<file path="src/rtl/dac_irq_defs.vh">
// Register map, field positions, reset values and serial framing
// constants for the control and event block.
// Assumes one 40 MHz clock and an 8-bit register file.
`ifndef DAC_IRQ_DEFS_VH
`define DAC_IRQ_DEFS_VH

// ==========================================
// Register offsets (7-bit address)
`define ADDR_SERIAL_PORT_CONFIG 7'h00
`define ADDR_POWER_DOWN_CONTROL 7'h01
`define ADDR_EVENT_ENABLE_A     7'h03
`define ADDR_EVENT_ENABLE_B     7'h04
`define ADDR_EVENT_FLAGS_A      7'h05
`define ADDR_EVENT_FLAGS_B      7'h06
`define ADDR_EVENT_ROUTE_A      7'h07
`define ADDR_EVENT_ROUTE_B      7'h08

// ==========================================
// Reset values
`define RST_SERIAL_PORT_CONFIG 8'h00
`define RST_POWER_DOWN_CONTROL 8'hc0
`define RST_EVENT_ENABLE       8'h00
`define RST_EVENT_FLAGS        8'h00
`define RST_EVENT_ROUTE        8'h00

// ==========================================
// Serial port config fields
`define BIT_LSB_FIRST  6
`define BIT_SOFT_RESET 5

// ==========================================
// Power-down fields
`define BIT_INPHASE_OFF  7
`define BIT_QUAD_OFF     6
`define BIT_RECEIVER_OFF 5
`define BIT_CHIP_OFF     2
`define BIT_CLOCK_OFF    1
`define BIT_FRAME_OFF    0

// ==========================================
// Event bit positions, bank A
`define EVT_SYNC_LOST     6
`define EVT_SYNC_LOCKED   5
`define EVT_SYNC_DONE     4
`define EVT_SYNTH_LOST    3
`define EVT_SYNTH_LOCKED  2
`define EVT_OVER_THRESH   1
`define EVT_OUT_SILENCED  0
// Event bit positions, bank B
`define EVT_FIFO_UNDER    2
`define EVT_FIFO_OVER     1
`define EVT_FIFO_WARN     0

// Implemented bits per bank
`define MASK_BANK_A 8'h7f
`define MASK_BANK_B 8'h07
`define MASK_PD     8'he7
`define MASK_CFG    8'h40

// ==========================================
// FIFO warning thresholds (slots)
`define FIFO_WARN_LOW  3'h1
`define FIFO_WARN_HIGH 3'h6

// ==========================================
// Serial framing: instruction byte, then data byte
`define SPI_BYTE_LAST 3'h7
`define SPI_READ_BIT  7

`endif

</file>
<file path="src/rtl/dac_event_irq_and_power_ctrl.v">
// Common control registers, power-down controls and event/interrupt
// logic of a dual converter, reached over a 3-wire serial port.
// Assumes serial pins are asynchronous to clk; event sources and FIFO
// pointers come from logic on clk.
//
// Operation
// - Serial bits go MSB first when bit-order bit is 0, else LSB first.
// - Writing 1 to soft reset bit resets device; bit self-clears, reads 0.
// - In-phase power-down turns off only that channel's analog part.
// - Quadrature power-down turns off only that channel's analog part.
// - Receiver power-down stops input interface and FIFO write side.
// - Whole-device power-down turns off reference and whole chip.
// - Converter clock power-down stops clock path and most digital logic.
// - Frame power-down disables frame input and holds internal frame low.
// - Enable register A holds one enable per sync, synth, power, mute event.
// - Enable register B holds FIFO underflow, overflow, warning enables.
// - Flag bits 6,5,4 set on sync lost, locked, done.
// - Flag bits 3,2 set on synthesizer lock lost and lock gained.
// - Flag bit 1 sets when input power exceeds threshold.
// - Flag bit 0 sets when converter output is muted.
// - Underflow flag sets when read pointer catches write pointer.
// - Overflow flag sets when write pointer catches read pointer.
// - Warning flag sets when fill level is at most 1 or at least 6.
// - Route bit 0 sends an event to interrupt pin A.
// - Route bit 1 sends an event to interrupt pin B.
`timescale 1ns/1ps
`include "dac_irq_defs.vh"

module dac_event_irq_and_power_ctrl
(
  input  wire       clk,
  input  wire       resetn,
  input  wire       spi_cs_n,
  input  wire       spi_sclk,
  input  wire       spi_sdio_i,
  output wire       spi_sdio_o,
  output wire       spi_sdio_oe,
  input  wire       sync_lost_evt,
  input  wire       sync_locked_evt,
  input  wire       sync_done_evt,
  input  wire       synth_lost_evt,
  input  wire       synth_locked_evt,
  input  wire       over_threshold_evt,
  input  wire       output_silenced_flag,
  input  wire [2:0] fifo_rd_ptr,
  input  wire [2:0] fifo_wr_ptr,
  input  wire       fifo_rd_adv,
  input  wire       fifo_wr_adv,
  input  wire       frame_pin,
  output wire       frame_internal,
  output wire       inphase_analog_off,
  output wire       quad_analog_off,
  output wire       input_receiver_off,
  output wire       whole_chip_off,
  output wire       converter_clock_off,
  output wire       frame_input_off,
  output wire       device_reset,
  output wire       interrupt_pin_a,
  output wire       interrupt_pin_b
);

  // ==========================================
  // Serial FSM states
  localparam [2:0] ST_IDLE  = 3'h0;
  localparam [2:0] ST_INSTR = 3'h1;
  localparam [2:0] ST_WDATA = 3'h2;
  localparam [2:0] ST_RDATA = 3'h3;
  localparam [2:0] ST_DONE  = 3'h4;

  // Bit reversal for LSB-first framing
  function [7:0] rev8;
    input [7:0] v;
    integer i;
    begin
      for (i = 0; i < 8; i = i + 1)
        rev8[i] = v[7-i];
    end
  endfunction

  // ==========================================
  // Pin synchronisers
  reg  [1:0] cs_sync_q;
  reg  [2:0] sclk_sync_q;
  reg  [1:0] sdi_sync_q;
  reg  [1:0] frame_sync_q;

  // Two flops before any logic; third sclk stage for edges
  always @(posedge clk)
  begin
    if (!resetn)
    begin
      cs_sync_q    <= 2'h3;
      sclk_sync_q  <= 3'h0;
      sdi_sync_q   <= 2'h0;
      frame_sync_q <= 2'h0;
    end
    else
    begin
      cs_sync_q    <= {cs_sync_q[0], spi_cs_n};
      sclk_sync_q  <= {sclk_sync_q[1:0], spi_sclk};
      sdi_sync_q   <= {sdi_sync_q[0], spi_sdio_i};
      frame_sync_q <= {frame_sync_q[0], frame_pin};
    end
  end

  wire cs_active = ~cs_sync_q[1];
  wire sclk_rise = sclk_sync_q[1] & ~sclk_sync_q[2];
  wire sclk_fall = ~sclk_sync_q[1] & sclk_sync_q[2];

  // ==========================================
  // Registers
  reg  [7:0] cfg_q;
  reg  [7:0] pd_q;
  reg  [7:0] en_a_q;
  reg  [7:0] en_b_q;
  reg  [7:0] flag_a_q;
  reg  [7:0] flag_b_q;
  reg  [7:0] route_a_q;
  reg  [7:0] route_b_q;
  reg        soft_rst_q;
  reg        irq_a_q;
  reg        irq_b_q;

  // Serial engine state
  reg  [2:0] state_q;
  reg  [2:0] bit_cnt_q;
  reg  [7:0] rx_q;
  reg  [6:0] addr_q;
  reg  [7:0] tx_q;
  reg        sdo_q;
  reg        oe_q;

  wire       lsb_first = cfg_q[`BIT_LSB_FIRST];
  wire [7:0] rx_next   = {rx_q[6:0], sdi_sync_q[1]};
  wire [7:0] rx_word   = lsb_first ? rev8(rx_next) : rx_next;
  wire       byte_end  = sclk_rise & (bit_cnt_q == `SPI_BYTE_LAST);
  wire       wr_stb    = (state_q == ST_WDATA) & byte_end & cs_active;

  // Register read mux; soft reset bit always reads 0
  reg  [7:0] rd_data;
  always @*
  begin
    case (rx_word[6:0])
      `ADDR_SERIAL_PORT_CONFIG: rd_data = cfg_q & `MASK_CFG;
      `ADDR_POWER_DOWN_CONTROL: rd_data = pd_q;
      `ADDR_EVENT_ENABLE_A:     rd_data = en_a_q;
      `ADDR_EVENT_ENABLE_B:     rd_data = en_b_q;
      `ADDR_EVENT_FLAGS_A:      rd_data = flag_a_q;
      `ADDR_EVENT_FLAGS_B:      rd_data = flag_b_q;
      `ADDR_EVENT_ROUTE_A:      rd_data = route_a_q;
      `ADDR_EVENT_ROUTE_B:      rd_data = route_b_q;
      default:                  rd_data = 8'h00;
    endcase
  end

  // ==========================================
  // Serial FSM: instruction byte then one data byte
  always @(posedge clk)
  begin
    if (!resetn)
    begin
      state_q   <= ST_IDLE;
      bit_cnt_q <= 3'h0;
      rx_q      <= 8'h00;
      addr_q    <= 7'h00;
      tx_q      <= 8'h00;
      sdo_q     <= 1'b0;
      oe_q      <= 1'b0;
    end
    else if (!cs_active)
    begin
      state_q   <= ST_IDLE;
      bit_cnt_q <= 3'h0;
      oe_q      <= 1'b0;
    end
    else
    begin
      if (sclk_rise)
      begin
        rx_q      <= rx_next;
        bit_cnt_q <= bit_cnt_q + 3'h1;
      end
      case (state_q)
        ST_IDLE:
          state_q <= ST_INSTR;
        ST_INSTR:
          if (byte_end)
          begin
            addr_q <= rx_word[6:0];
            if (rx_word[`SPI_READ_BIT])
            begin
              state_q <= ST_RDATA;
              // Pre-order the read byte for shifting MSB out
              tx_q    <= lsb_first ? rev8(rd_data) : rd_data;
            end
            else
              state_q <= ST_WDATA;
          end
        ST_WDATA:
          if (byte_end)
            state_q <= ST_DONE;
        ST_RDATA:
        begin
          // Drive next bit on each falling sclk
          if (sclk_fall)
          begin
            sdo_q <= tx_q[7];
            tx_q  <= {tx_q[6:0], 1'b0};
            oe_q  <= 1'b1;
          end
          if (byte_end)
            state_q <= ST_DONE;
        end
        ST_DONE:
          if (sclk_fall)
            oe_q <= 1'b0;
        default:
          state_q <= ST_IDLE;
      endcase
    end
  end

  // ==========================================
  // Event detection
  wire [2:0] rd_next    = fifo_rd_ptr + 3'h1;
  wire [2:0] wr_next    = fifo_wr_ptr + 3'h1;
  wire [2:0] fill_level = fifo_wr_ptr - fifo_rd_ptr;

  wire [7:0] set_a;
  wire [7:0] set_b;
  assign set_a[7]                 = 1'b0;
  assign set_a[`EVT_SYNC_LOST]    = sync_lost_evt;
  assign set_a[`EVT_SYNC_LOCKED]  = sync_locked_evt;
  assign set_a[`EVT_SYNC_DONE]    = sync_done_evt;
  assign set_a[`EVT_SYNTH_LOST]   = synth_lost_evt;
  assign set_a[`EVT_SYNTH_LOCKED] = synth_locked_evt;
  assign set_a[`EVT_OVER_THRESH]  = over_threshold_evt;
  assign set_a[`EVT_OUT_SILENCED] = output_silenced_flag;
  assign set_b[7:3]               = 5'h00;
  // Read advance lands on write pointer
  assign set_b[`EVT_FIFO_UNDER] = fifo_rd_adv & (rd_next == fifo_wr_ptr);
  // Write advance lands on read pointer
  assign set_b[`EVT_FIFO_OVER]  = fifo_wr_adv & (wr_next == fifo_rd_ptr);
  assign set_b[`EVT_FIFO_WARN]  = (fill_level <= `FIFO_WARN_LOW) |
                                  (fill_level >= `FIFO_WARN_HIGH);

  // Write-one clears a flag; a new event in the same cycle wins
  wire       clr_a_hit = wr_stb & (addr_q == `ADDR_EVENT_FLAGS_A);
  wire       clr_b_hit = wr_stb & (addr_q == `ADDR_EVENT_FLAGS_B);
  wire [7:0] clr_a     = clr_a_hit ? rx_word : 8'h00;
  wire [7:0] clr_b     = clr_b_hit ? rx_word : 8'h00;
  wire [7:0] flag_a_d  = ((flag_a_q & ~clr_a) | set_a) & `MASK_BANK_A;
  wire [7:0] flag_b_d  = ((flag_b_q & ~clr_b) | set_b) & `MASK_BANK_B;

  // Routed and enabled flags per pin
  wire [7:0] act_a = flag_a_d & en_a_q;
  wire [7:0] act_b = flag_b_d & en_b_q;
  wire       irq_a_d = |(act_a & ~route_a_q) | |(act_b & ~route_b_q);
  wire       irq_b_d = |(act_a & route_a_q) | |(act_b & route_b_q);

  // ==========================================
  // Register file; soft reset acts one cycle after the write
  wire reg_rst = ~resetn | soft_rst_q;

  always @(posedge clk)
  begin
    if (reg_rst)
    begin
      cfg_q      <= `RST_SERIAL_PORT_CONFIG;
      pd_q       <= `RST_POWER_DOWN_CONTROL;
      en_a_q     <= `RST_EVENT_ENABLE;
      en_b_q     <= `RST_EVENT_ENABLE;
      flag_a_q   <= `RST_EVENT_FLAGS;
      flag_b_q   <= `RST_EVENT_FLAGS;
      route_a_q  <= `RST_EVENT_ROUTE;
      route_b_q  <= `RST_EVENT_ROUTE;
      soft_rst_q <= 1'b0;
      irq_a_q    <= 1'b0;
      irq_b_q    <= 1'b0;
    end
    else
    begin
      flag_a_q   <= flag_a_d;
      flag_b_q   <= flag_b_d;
      irq_a_q    <= irq_a_d;
      irq_b_q    <= irq_b_d;
      soft_rst_q <= 1'b0;
      if (wr_stb)
      begin
        case (addr_q)
          `ADDR_SERIAL_PORT_CONFIG:
          begin
            cfg_q      <= rx_word & `MASK_CFG;
            soft_rst_q <= rx_word[`BIT_SOFT_RESET];
          end
          `ADDR_POWER_DOWN_CONTROL:
            pd_q <= rx_word & `MASK_PD;
          `ADDR_EVENT_ENABLE_A:
            en_a_q <= rx_word & `MASK_BANK_A;
          `ADDR_EVENT_ENABLE_B:
            en_b_q <= rx_word & `MASK_BANK_B;
          `ADDR_EVENT_ROUTE_A:
            route_a_q <= rx_word & `MASK_BANK_A;
          `ADDR_EVENT_ROUTE_B:
            route_b_q <= rx_word & `MASK_BANK_B;
          default:
            soft_rst_q <= 1'b0;
        endcase
      end
    end
  end

  // ==========================================
  // Outputs
  assign spi_sdio_o  = sdo_q;
  assign spi_sdio_oe = oe_q;
  assign device_reset = soft_rst_q;

  // Power-down outputs; in-phase and quad offs are analog-only, digital path left running
  assign inphase_analog_off  = pd_q[`BIT_INPHASE_OFF];
  assign quad_analog_off     = pd_q[`BIT_QUAD_OFF];
  assign input_receiver_off  = pd_q[`BIT_RECEIVER_OFF];
  assign whole_chip_off      = pd_q[`BIT_CHIP_OFF];
  assign converter_clock_off = pd_q[`BIT_CLOCK_OFF];
  assign frame_input_off     = pd_q[`BIT_FRAME_OFF];

  // Frame held low while its receiver is off
  assign frame_internal = frame_sync_q[1] & ~pd_q[`BIT_FRAME_OFF];

  assign interrupt_pin_a = irq_a_q;
  assign interrupt_pin_b = irq_b_q;

endmodule // dac_event_irq_and_power_ctrl

</file>
<file path="config.mk">
export PLATFORM = sky130hd
export DESIGN_NAME = dac_event_irq_and_power_ctrl
export DESIGN_NICKNAME = d
export VERILOG_FILES = /design/src/rtl/dac_event_irq_and_power_ctrl.v
export VERILOG_INCLUDE_DIRS = /design/src /design/src/rtl
export SDC_FILE = /design/constraint.sdc
export NUM_CORES = 1
export LEC_CHECK = 0
export BUFFER_PORTS_ARGS = -buffer_cell sky130_fd_sc_hd__clkbuf_2
export CORE_MARGIN = 2
export CORE_UTILIZATION = 51
export DETAILED_ROUTE_END_ITERATION = 10
export PLACE_DENSITY_LB_ADDON = 0.2
export SLEW_MARGIN = 5
export SYNTH_ARGS = -nofsm -noshare
export SYNTH_HDL_FRONTEND = slang
export SYNTH_SLANG_ARGS = --single-unit
export TNS_END_PERCENT = 100
</file>
<file path="constraint.sdc">
create_clock -name clk -period 6.58 [get_ports clk]
set_clock_uncertainty 0.2 [all_clocks]
set_input_delay 0.987 -clock clk [delete_from_list [all_inputs] [get_ports clk]]
set_output_delay 0.987 -clock clk [all_outputs]
set_load 0.02 [all_outputs]
</file>
==> flow_metrics.py, run 1 <==
metrics = {
    "clock_tree": {
        "clkSlewWorstSetupHoldPaths_ps": 80,
        "cts_buffers": 9,
        "post-cts-setup-buffer-count": 0,
        "clock_sinks": 79,
        "cts_resized": 0,
        "h-tree-depth": 3,
        "root_buffer": "clkbuf_8",
        "cts_tree": "built",
        "ctsHoldBuffers": 0,
        "clockBufferDepth": 2,
        "clk-insertion-delay-late_ps": 360,
    },
    "cells_and_area": {
        "syn2layout_area_growth_pct": 9.06,
        "layout-drive-gt1-share": 0.135,
        "fin_util": 0.570,
        "fill_cells": 732,
        "antenna_cells": 0,
        "nets": 539,
    },
    "synthesis": {
        "yosysWarnings": 0,
        "synth_fp_nets": 519,
        "synth-edff-count": 0,
        "netlist_area_um2": 4250,
        "yosysSeqAreaShare": 0.372,
        "synth.top_cell.area_share": 0.372,
        "synthArstFlopShare": 0,
        "synth_most_common_cell": "dfxtp_1",
        "synth.distinct_cells": 72,
        "netlist_instances": 492,
        "synth_flop_cell": "dfxtp_1",
        "avgSynthCellArea_um2": 8.64,
        "synth_area_leaders": "dfxtp_1, mux2i_1, nor2_1, nand2_1, a21oi_1",
        "synth_seq_cells": 79,
        "synth_area_leader_cell": "dfxtp_1",
        "synth_commonest_cells": "dfxtp_1, nor2_1, nand2_1",
    },
    "floorplanning": {
        "ios": 33,
        "die_width_um": 95.3,
        "fp.dieArea_um2": 9080,
        "coreArea_um2": 8130,
        "start_util": 0.523,
        "num_rows": 33,
        "die_y_um": 95.3,
    },
    "timing": {
        "finalHoldViolations": 0,
        "min_period_ps": 3090,
        "setup_viol": 0,
        "rsz0062_at_grt": "no",
        "final_max_slew_viol_count": 0,
        "slew_headroom": 0.431,
        "min_period_over_period": 0.470,
        "timing.fmax_ghz": 0.324,
        "tightest_slew_ps": 830,
        "fin_setup_tns_ps": 0,
    },
    "worst_setup_path": {
        "cp-start-kind": "input pin",
        "path_class": "in -> reg",
        "crit_path_end_kind": "flip-flop",
        "cp_data_arrival_time_ps": 3140,
        "worstPathRequired_ps": 6630,
        "worst-path-max-fanout": 3,
    },
    "global_route": {
        "grt_pass1_vias": 3430,
        "track_usage": 0.249,
        "overflow": 0,
        "grt_max_degree": 38,
        "grt_pass1_wl_um": 17200,
        "antenna_found_initial": 0,
    },
    "routing": {
        "dr_wl_met2_um": 4890,
        "drt-met1-wl_um": 4780,
        "top_layer": "met4",
        "wl_per_cell_um": 17.0,
        "ant_nets": 0,
        "avgViaCountPerCell": 6.01,
        "route.vias.total": 3740,
        "drtIter0Drc": 205,
        "drc": 0,
        "wirelength_um": 10600,
        "drtPass1Iterations": 5,
        "wl_met3_um": 602,
    },
    "hold_path": {
        "holdCritPathClass": "reg -> reg",
    },
    "place": {
        "hpwl_um": 7740,
        "portBuffers": 32,
        "gp_congestion": 0.896,
    },
    "power": {
        "power_density_nw_per_um2": 193,
        "ir_worst_vdd_uv": 108,
        "power_leakage_nw": 1.67,
    },
    "job": {
        "cap_viol_max_count": 0,
    },
    "outcome": {
        "outcome": "completed",
    },
}
[flip-flops by register name (all words and copies together) (netlist names), 2 cells and up]
name          flops
cs_sync_q         2
frame_sync_q      2
flag_a_q          7
sclk_sync_q       3
route_b_q         3
addr_q            7
tx_q              8
route_a_q         7
en_a_q            7
state_q           3
bit_cnt_q         3
rx_q              7
flag_b_q          3
en_b_q            3
pd_q              6
sdi_sync_q        2
[per-stage QoR]
step           std cells  setup slack [ps]  power, mW  area [um^2]  hold WS, ps
4_1_cts              622              3500      0.903         4640          215
3_3_place_gp         606              3200      0.554         4450          192
6_report             622              3490      0.894         4640          209
2_1_floorplan        492              3440      0.537         4250          186
5_1_grt              622              3310      0.934         4640          246
3_5_place_dp         606              3120      0.556         4450          195
[path summary, 6_finish.rpt]
kind                  start         endpoint  slack (ps)  cells after the start
max          fifo_wr_ptr[0]  interrupt_pin_a        3490                     11
min            cs_sync_q[0]     cs_sync_q[1]         210                      1
max reg2reg    bit_cnt_q[0]  interrupt_pin_a        3940                      8
min reg2reg    cs_sync_q[0]     cs_sync_q[1]         210                      1
[worst max-delay path, cell delays in order]
cell and delay (ps):
clkbuf_2 90, inv_1 40, ha_1 160, inv_1 60, fa_1 410, xnor2_1 150, xnor2_1 280, nor3b_1 90
a2111oi_0 430, nand4_1 140, o31a_1 300
[routing by layer]
metal  global-route usage  vias up
li1                     -     1811
met1                0.329     1756
met2                0.396      150
met3               0.0451       23
met4                0.116        0
met5                    0        -
[report_power, final]
group / total [mW] / internal, mW / switching (mW)
Combinational: 0.0522 / 0.0221 / 0.0301
Clock: 0.349 / 0.174 / 0.175
Sequential: 0.493 / 0.485 / 0.00717
Total: 0.894 / 0.681 / 0.212
[layout make-up]
type | count | area (um^2) | share of cell area
multi-input combinational | 367 | 2480 | 0.534
sequential | 79 | 1580 | 0.341
timing repair buffer | 35 | 183 | 0.0394
tap | 105 | 131 | 0.0283
clock buffer | 10 | 128 | 0.0275
inverter | 20 | 75.1 | 0.0162
clock inverter | 6 | 61.3 | 0.0132
[cell usage in the layout (no fill, tap or decap), types with 6 or more instances in the layout]
| cell | synthesis | layout |
|---|---|---|
| dfxtp_1 | 79 | 79 |
| nor2_1 | 61 | 61 |
| nand2_1 | 51 | 51 |
| mux2i_1 | 35 | 35 |
| a21oi_1 | 33 | 33 |
| clkbuf_2 | 2 | 32 |
| inv_1 | 20 | 20 |
| o21ai_0 | 16 | 16 |
| a211oi_1 | 10 | 10 |
| nor3b_1 | 9 | 9 |
| clkbuf_8 | 0 | 9 |
| nand2b_1 | 8 | 8 |
| nand3_1 | 8 | 8 |
| and2_1 | 7 | 7 |
| a31oi_1 | 7 | 7 |
| nor3_1 | 7 | 7 |
| a21o_1 | 7 | 7 |
| a21boi_0 | 7 | 7 |
| xnor2_1 | 6 | 6 |
[logic make-up after synthesis]
kind of cell,after synthesis,synth area share
compound gates,117,0.185
buf+inv,46,0.0468
simple gates,192,0.241
xor+xnor,8,0.0197
flops,79,0.372
fa+ha+maj,6,0.0194
mux,44,0.116
Note: power is estimated with default switching activity, not from simulation.
==> run 2: changes to the inputs <==
==> constraint.sdc (replaced) <==
create_clock -name clk -period 3.2 [get_ports clk]
set_clock_uncertainty 0.2 [all_clocks]
set_input_delay 0.48 -clock clk [delete_from_list [all_inputs] [get_ports clk]]
set_output_delay 0.48 -clock clk [all_outputs]
set_load 0.02 [all_outputs]
==> flow_metrics.py, run 2 (same netlist as run 1, synthesis figures left out) <==
metrics = {
    "hold_path": {
        "min_from": "spi_cs_n",
        "hold_depth": 2,
        "min_to": "cs_sync_q[0]",
        "holdCritPathClass": "in -> reg",
    },
    "timing": {
        "slew_headroom": 0.528,
        "min_period_over_period": 0.821,
        "tightest_slew_ps": 707,
        "fin_setup_tns_ps": 0,
        "rsz0062_at_grt": "no",
        "setup_viol": 0,
        "final_max_slew_viol_count": 0,
        "finalHoldViolations": 0,
        "timing.fmax_ghz": 0.381,
        "min_period_ps": 2630,
    },
    "routing": {
        "wirelength_um": 10800,
        "ant_nets": 0,
        "wl_per_cell_um": 17.2,
        "drtIter0Drc": 223,
        "drtPass1Iterations": 5,
        "drc": 0,
        "avgViaCountPerCell": 5.99,
        "route.vias.total": 3749,
    },
    "clock_tree": {
        "cts_tree": "built",
        "cts_buffers": 9,
        "clkSlewWorstSetupHoldPaths_ps": 80,
        "root_buffer": "clkbuf_8",
        "cts_resized": 0,
        "post-cts-setup-buffer-count": 0,
        "clk-insertion-delay-late_ps": 350,
        "ctsHoldBuffers": 0,
        "h-tree-depth": 3,
        "clock_sinks": 79,
        "clockBufferDepth": 2,
    },
    "outcome": {
        "outcome": "completed",
    },
    "cells_and_area": {
        "fin_area_um2": 4730,
        "layout-drive-gt1-share": 0.144,
        "largest_register_ff_count": 8,
        "syn2layout_area_growth_pct": 11.3,
        "final_common_cell": "dfxtp_1",
        "mostFrequentLayoutCells": "dfxtp_1, nor2_1, nand2_1",
        "antenna_cells": 0,
        "top_register": "tx_q",
        "nets": 543,
    },
    "place": {
        "placedInstanceArea_um2": 4480,
        "hpwl_um": 7900,
        "portBuffers": 32,
        "gp_congestion": 0.948,
    },
    "global_route": {
        "antenna_found_initial": 0,
        "grt_pass1_wl_um": 17200,
        "grt_max_degree": 38,
        "overflow": 0,
        "track_usage": 0.248,
        "grt_pass1_vias": 3463,
    },
    "worst_setup_path": {
        "path_class": "reg -> reg",
        "cp_data_arrival_time_ps": 2660,
        "reg2reg_from": "bit_cnt_q[0]",
        "regToRegSetupSlack_ps": 570,
        "crit_path_end_kind": "flip-flop",
        "r2r-end": "interrupt_pin_a",
        "cp-start-kind": "flip-flop",
        "worst-path-max-fanout": 10,
        "r2r_cells": 8,
        "worstPathRequired_ps": 3240,
    },
    "floorplanning": {
        "coreArea_um2": 8130,
        "ios": 33,
        "die_width_um": 95.3,
        "start_util": 0.523,
        "die_y_um": 95.3,
        "num_rows": 33,
        "fp.dieArea_um2": 9080,
    },
    "power": {
        "power_density_nw_per_um2": 431,
        "ir_worst_vdd_uv": 200,
        "power_leakage_nw": 1.72,
    },
    "job": {
        "cap_viol_max_count": 0,
    },
}
run 2: power by group:
part | internal, mW | switching (mW)
Combinational | 0.0457 | 0.0622
Clock | 0.545 | 0.376
Sequential | 0.998 | 0.0147
Total | 1.59 | 0.453
run 2: worst max-delay path by stage:
| stage | start | endpoint | slack, ps | depth (start not counted) |
|---|---|---|---|---|
| after floorplan | fifo_wr_ptr[0] | interrupt_pin_a | 560 | 10 |
| after global placement | fifo_wr_ptr[0] | interrupt_pin_a | 350 | 11 |
| after detailed placement | fifo_wr_ptr[0] | interrupt_pin_a | 270 | 11 |
| after CTS | bit_cnt_q[0] | interrupt_pin_a | 590 | 8 |
| after global routing | bit_cnt_q[0] | interrupt_pin_a | 380 | 8 |
| final | bit_cnt_q[0] | interrupt_pin_a | 570 | 8 |
run 2: critical path, cell delays in order (launching register included):
cell and delay [ps]:
dfxtp_1 370, ha_1 160, ha_1 190, and4bb_2 290
and4_1 510, a21boi_0 200, o21ai_0 210, nand4_1 100
o31a_1 300
run 2: layer usage:
metal	track usage	wire [um]	share of wire
met1	0.330	4990	0.46
met2	0.402	5030	0.47
met3	0.0403	568	0.053
met4	0.101	193	0.018
met5	0	0	0
run 2: cell type report:
cell class	count	area [um^2]
inverters	20	75.1
well taps	105	131
multi-input cells	367	2480
fillers	763	3400
clock inverters	6	116
clock buffers	10	138
flip-flops and latches	79	1580
repair buffers	39	213
run 2: metrics by stage:
stage	total power [mW]	worst slack, ps	cells	utilization	hold WS, ps
final	2.04	573	626	0.582	111
after global routing	2.12	382	626	0.582	121
after CTS	2.06	590	626	0.582	106
after detailed placement	1.14	272	610	0.551	196
after floorplan	1.10	565	492	-	186
after global placement	1.14	347	610	0.551	201
==> run 3: changes to the inputs <==
==> constraint.sdc (replaced) <==
create_clock -name clk -period 2.75 [get_ports clk]
set_clock_uncertainty 0.2 [all_clocks]
set_input_delay 0.4125 -clock clk [delete_from_list [all_inputs] [get_ports clk]]
set_output_delay 0.4125 -clock clk [all_outputs]
set_load 0.02 [all_outputs]
==> flow_metrics.py, run 3 (same netlist as run 1, synthesis figures left out) <==
metrics = {
    "cells_and_area": {
        "final_common_cell": "dfxtp_1",
        "nets": 554,
        "final_cells": 637,
        "mostFrequentLayoutCells": "dfxtp_1, nor2_1, nand2_1",
        "top_register": "tx_q",
        "antenna_cells": 0,
        "largest_register_ff_count": 8,
        "fin_area_um2": 4740,
        "layout-drive-gt1-share": 0.162,
        "syn2layout_area_growth_pct": 11.6,
    },
    "place": {
        "portBuffers": 32,
        "hpwl_um": 7930,
        "dp_slack_ps": -177,
        "placedInstanceArea_um2": 4560,
        "dp_cells": 621,
        "gp_congestion": 0.963,
    },
    "worst_setup_path": {
        "cp-start-kind": "flip-flop",
        "worst-path-max-fanout": 8,
        "path_class": "reg -> reg",
        "crit_path_end_kind": "flip-flop",
        "worstPathRequired_ps": 2800,
        "cp_data_arrival_time_ps": 2610,
    },
    "power": {
        "power_density_nw_per_um2": 446,
        "ir_worst_vdd_uv": 194,
        "power_leakage_nw": 1.74,
        "total_power_mw": 2.12,
    },
    "floorplanning": {
        "ios": 33,
        "start_util": 0.523,
        "fp.dieArea_um2": 9080,
        "coreArea_um2": 8130,
        "die_y_um": 95.3,
        "num_rows": 33,
        "die_width_um": 95.3,
    },
    "global_route": {
        "antenna_found_initial": 0,
        "grt_pass1_wl_um": 17400,
        "grtUsageMet2": 0.403,
        "grt_busiest_layer": "met2",
        "grt_pass1_vias": 3564,
        "grt_max_degree": 38,
        "overflow": 0,
        "track_usage": 0.252,
        "met3_usage": 0.0656,
        "met1_usage": 0.327,
    },
    "routing": {
        "route.vias.total": 3758,
        "drc": 0,
        "ant_nets": 0,
        "wirelength_um": 10700,
        "wl_per_cell_um": 16.8,
        "drtPass1Iterations": 5,
        "drtIter0Drc": 296,
        "avgViaCountPerCell": 5.90,
    },
    "clock_tree": {
        "cts_resized": 0,
        "clock_sinks": 79,
        "ctsHoldBuffers": 0,
        "clockBufferDepth": 2,
        "root_buffer": "clkbuf_8",
        "cts_buffers": 9,
        "h-tree-depth": 3,
        "post-cts-setup-buffer-count": 0,
        "clk-insertion-delay-late_ps": 360,
        "clkSlewWorstSetupHoldPaths_ps": 80,
        "cts_tree": "built",
    },
    "timing": {
        "slew_headroom": 0.533,
        "setup_viol": 0,
        "min_period_over_period": 0.932,
        "final_max_slew_viol_count": 0,
        "tightest_slew_ps": 700,
        "min_period_ps": 2560,
        "finalHoldViolations": 0,
        "timing.fmax_ghz": 0.390,
        "rsz0062_at_grt": "no",
        "layout_setup_ws_ps": 188,
    },
    "job": {
        "cap_viol_max_count": 0,
    },
    "hold_path": {
        "holdCritPathClass": "in -> reg",
    },
    "outcome": {
        "outcome": "completed",
    },
}
## run 3: final cells by class
type,instances,area [um^2]
multi-input combinational,367,2480
timing repair buffer,50,295
inverter,20,75.1
tap,105,131
fill,768,3390
sequential,79,1580
clock buffer,11,151
clock inverter,5,32.5
## run 3: worst paths after layout
path	from	endpoint	slack, ps	cells past startpoint
setup reg to reg	bit_cnt_q[0]	interrupt_pin_a	190	8
hold reg to reg	cs_sync_q[0]	cs_sync_q[1]	220	1
hold / removal	spi_cs_n	cs_sync_q[0]	30	2
setup / recovery	bit_cnt_q[0]	interrupt_pin_a	190	8
## run 3: per-stage QoR
| step | TNS (ps) | utilization | hold slack, ps |
|---|---|---|---|
| 4_1_cts | 0 | 0.583 | 27.4 |
| 2_1_floorplan | 0 | - | 186 |
| 3_3_place_gp | -44.0 | 0.561 | 198 |
| 3_5_place_dp | -246 | 0.561 | 202 |
| 6_report | 0 | 0.583 | 32.5 |
| 5_1_grt | 0 | 0.583 | 21.2 |
## run 3: routing by layer
metal  part of all wire  vias up
met5                  0        -
met4              0.021        0
met3              0.064       18
met2               0.47      122
met1               0.44     1778
li1                   -     1840
## run 3: report_power, final
part	total (mW)	switching, mW	internal (mW)
Clock	0.809	0.436	0.374
Sequential	1.18	0.0156	1.16
Combinational	0.130	0.0738	0.0564
## run 3: critical path, stage by stage, from the launching register on
cell and delay [ps]:
dfxtp_1 360, ha_1 160, ha_1 190, and4bb_2 280, and4_1 430, a21boi_0 190, o21ai_0 220, nand4_1 110
o31a_1 310
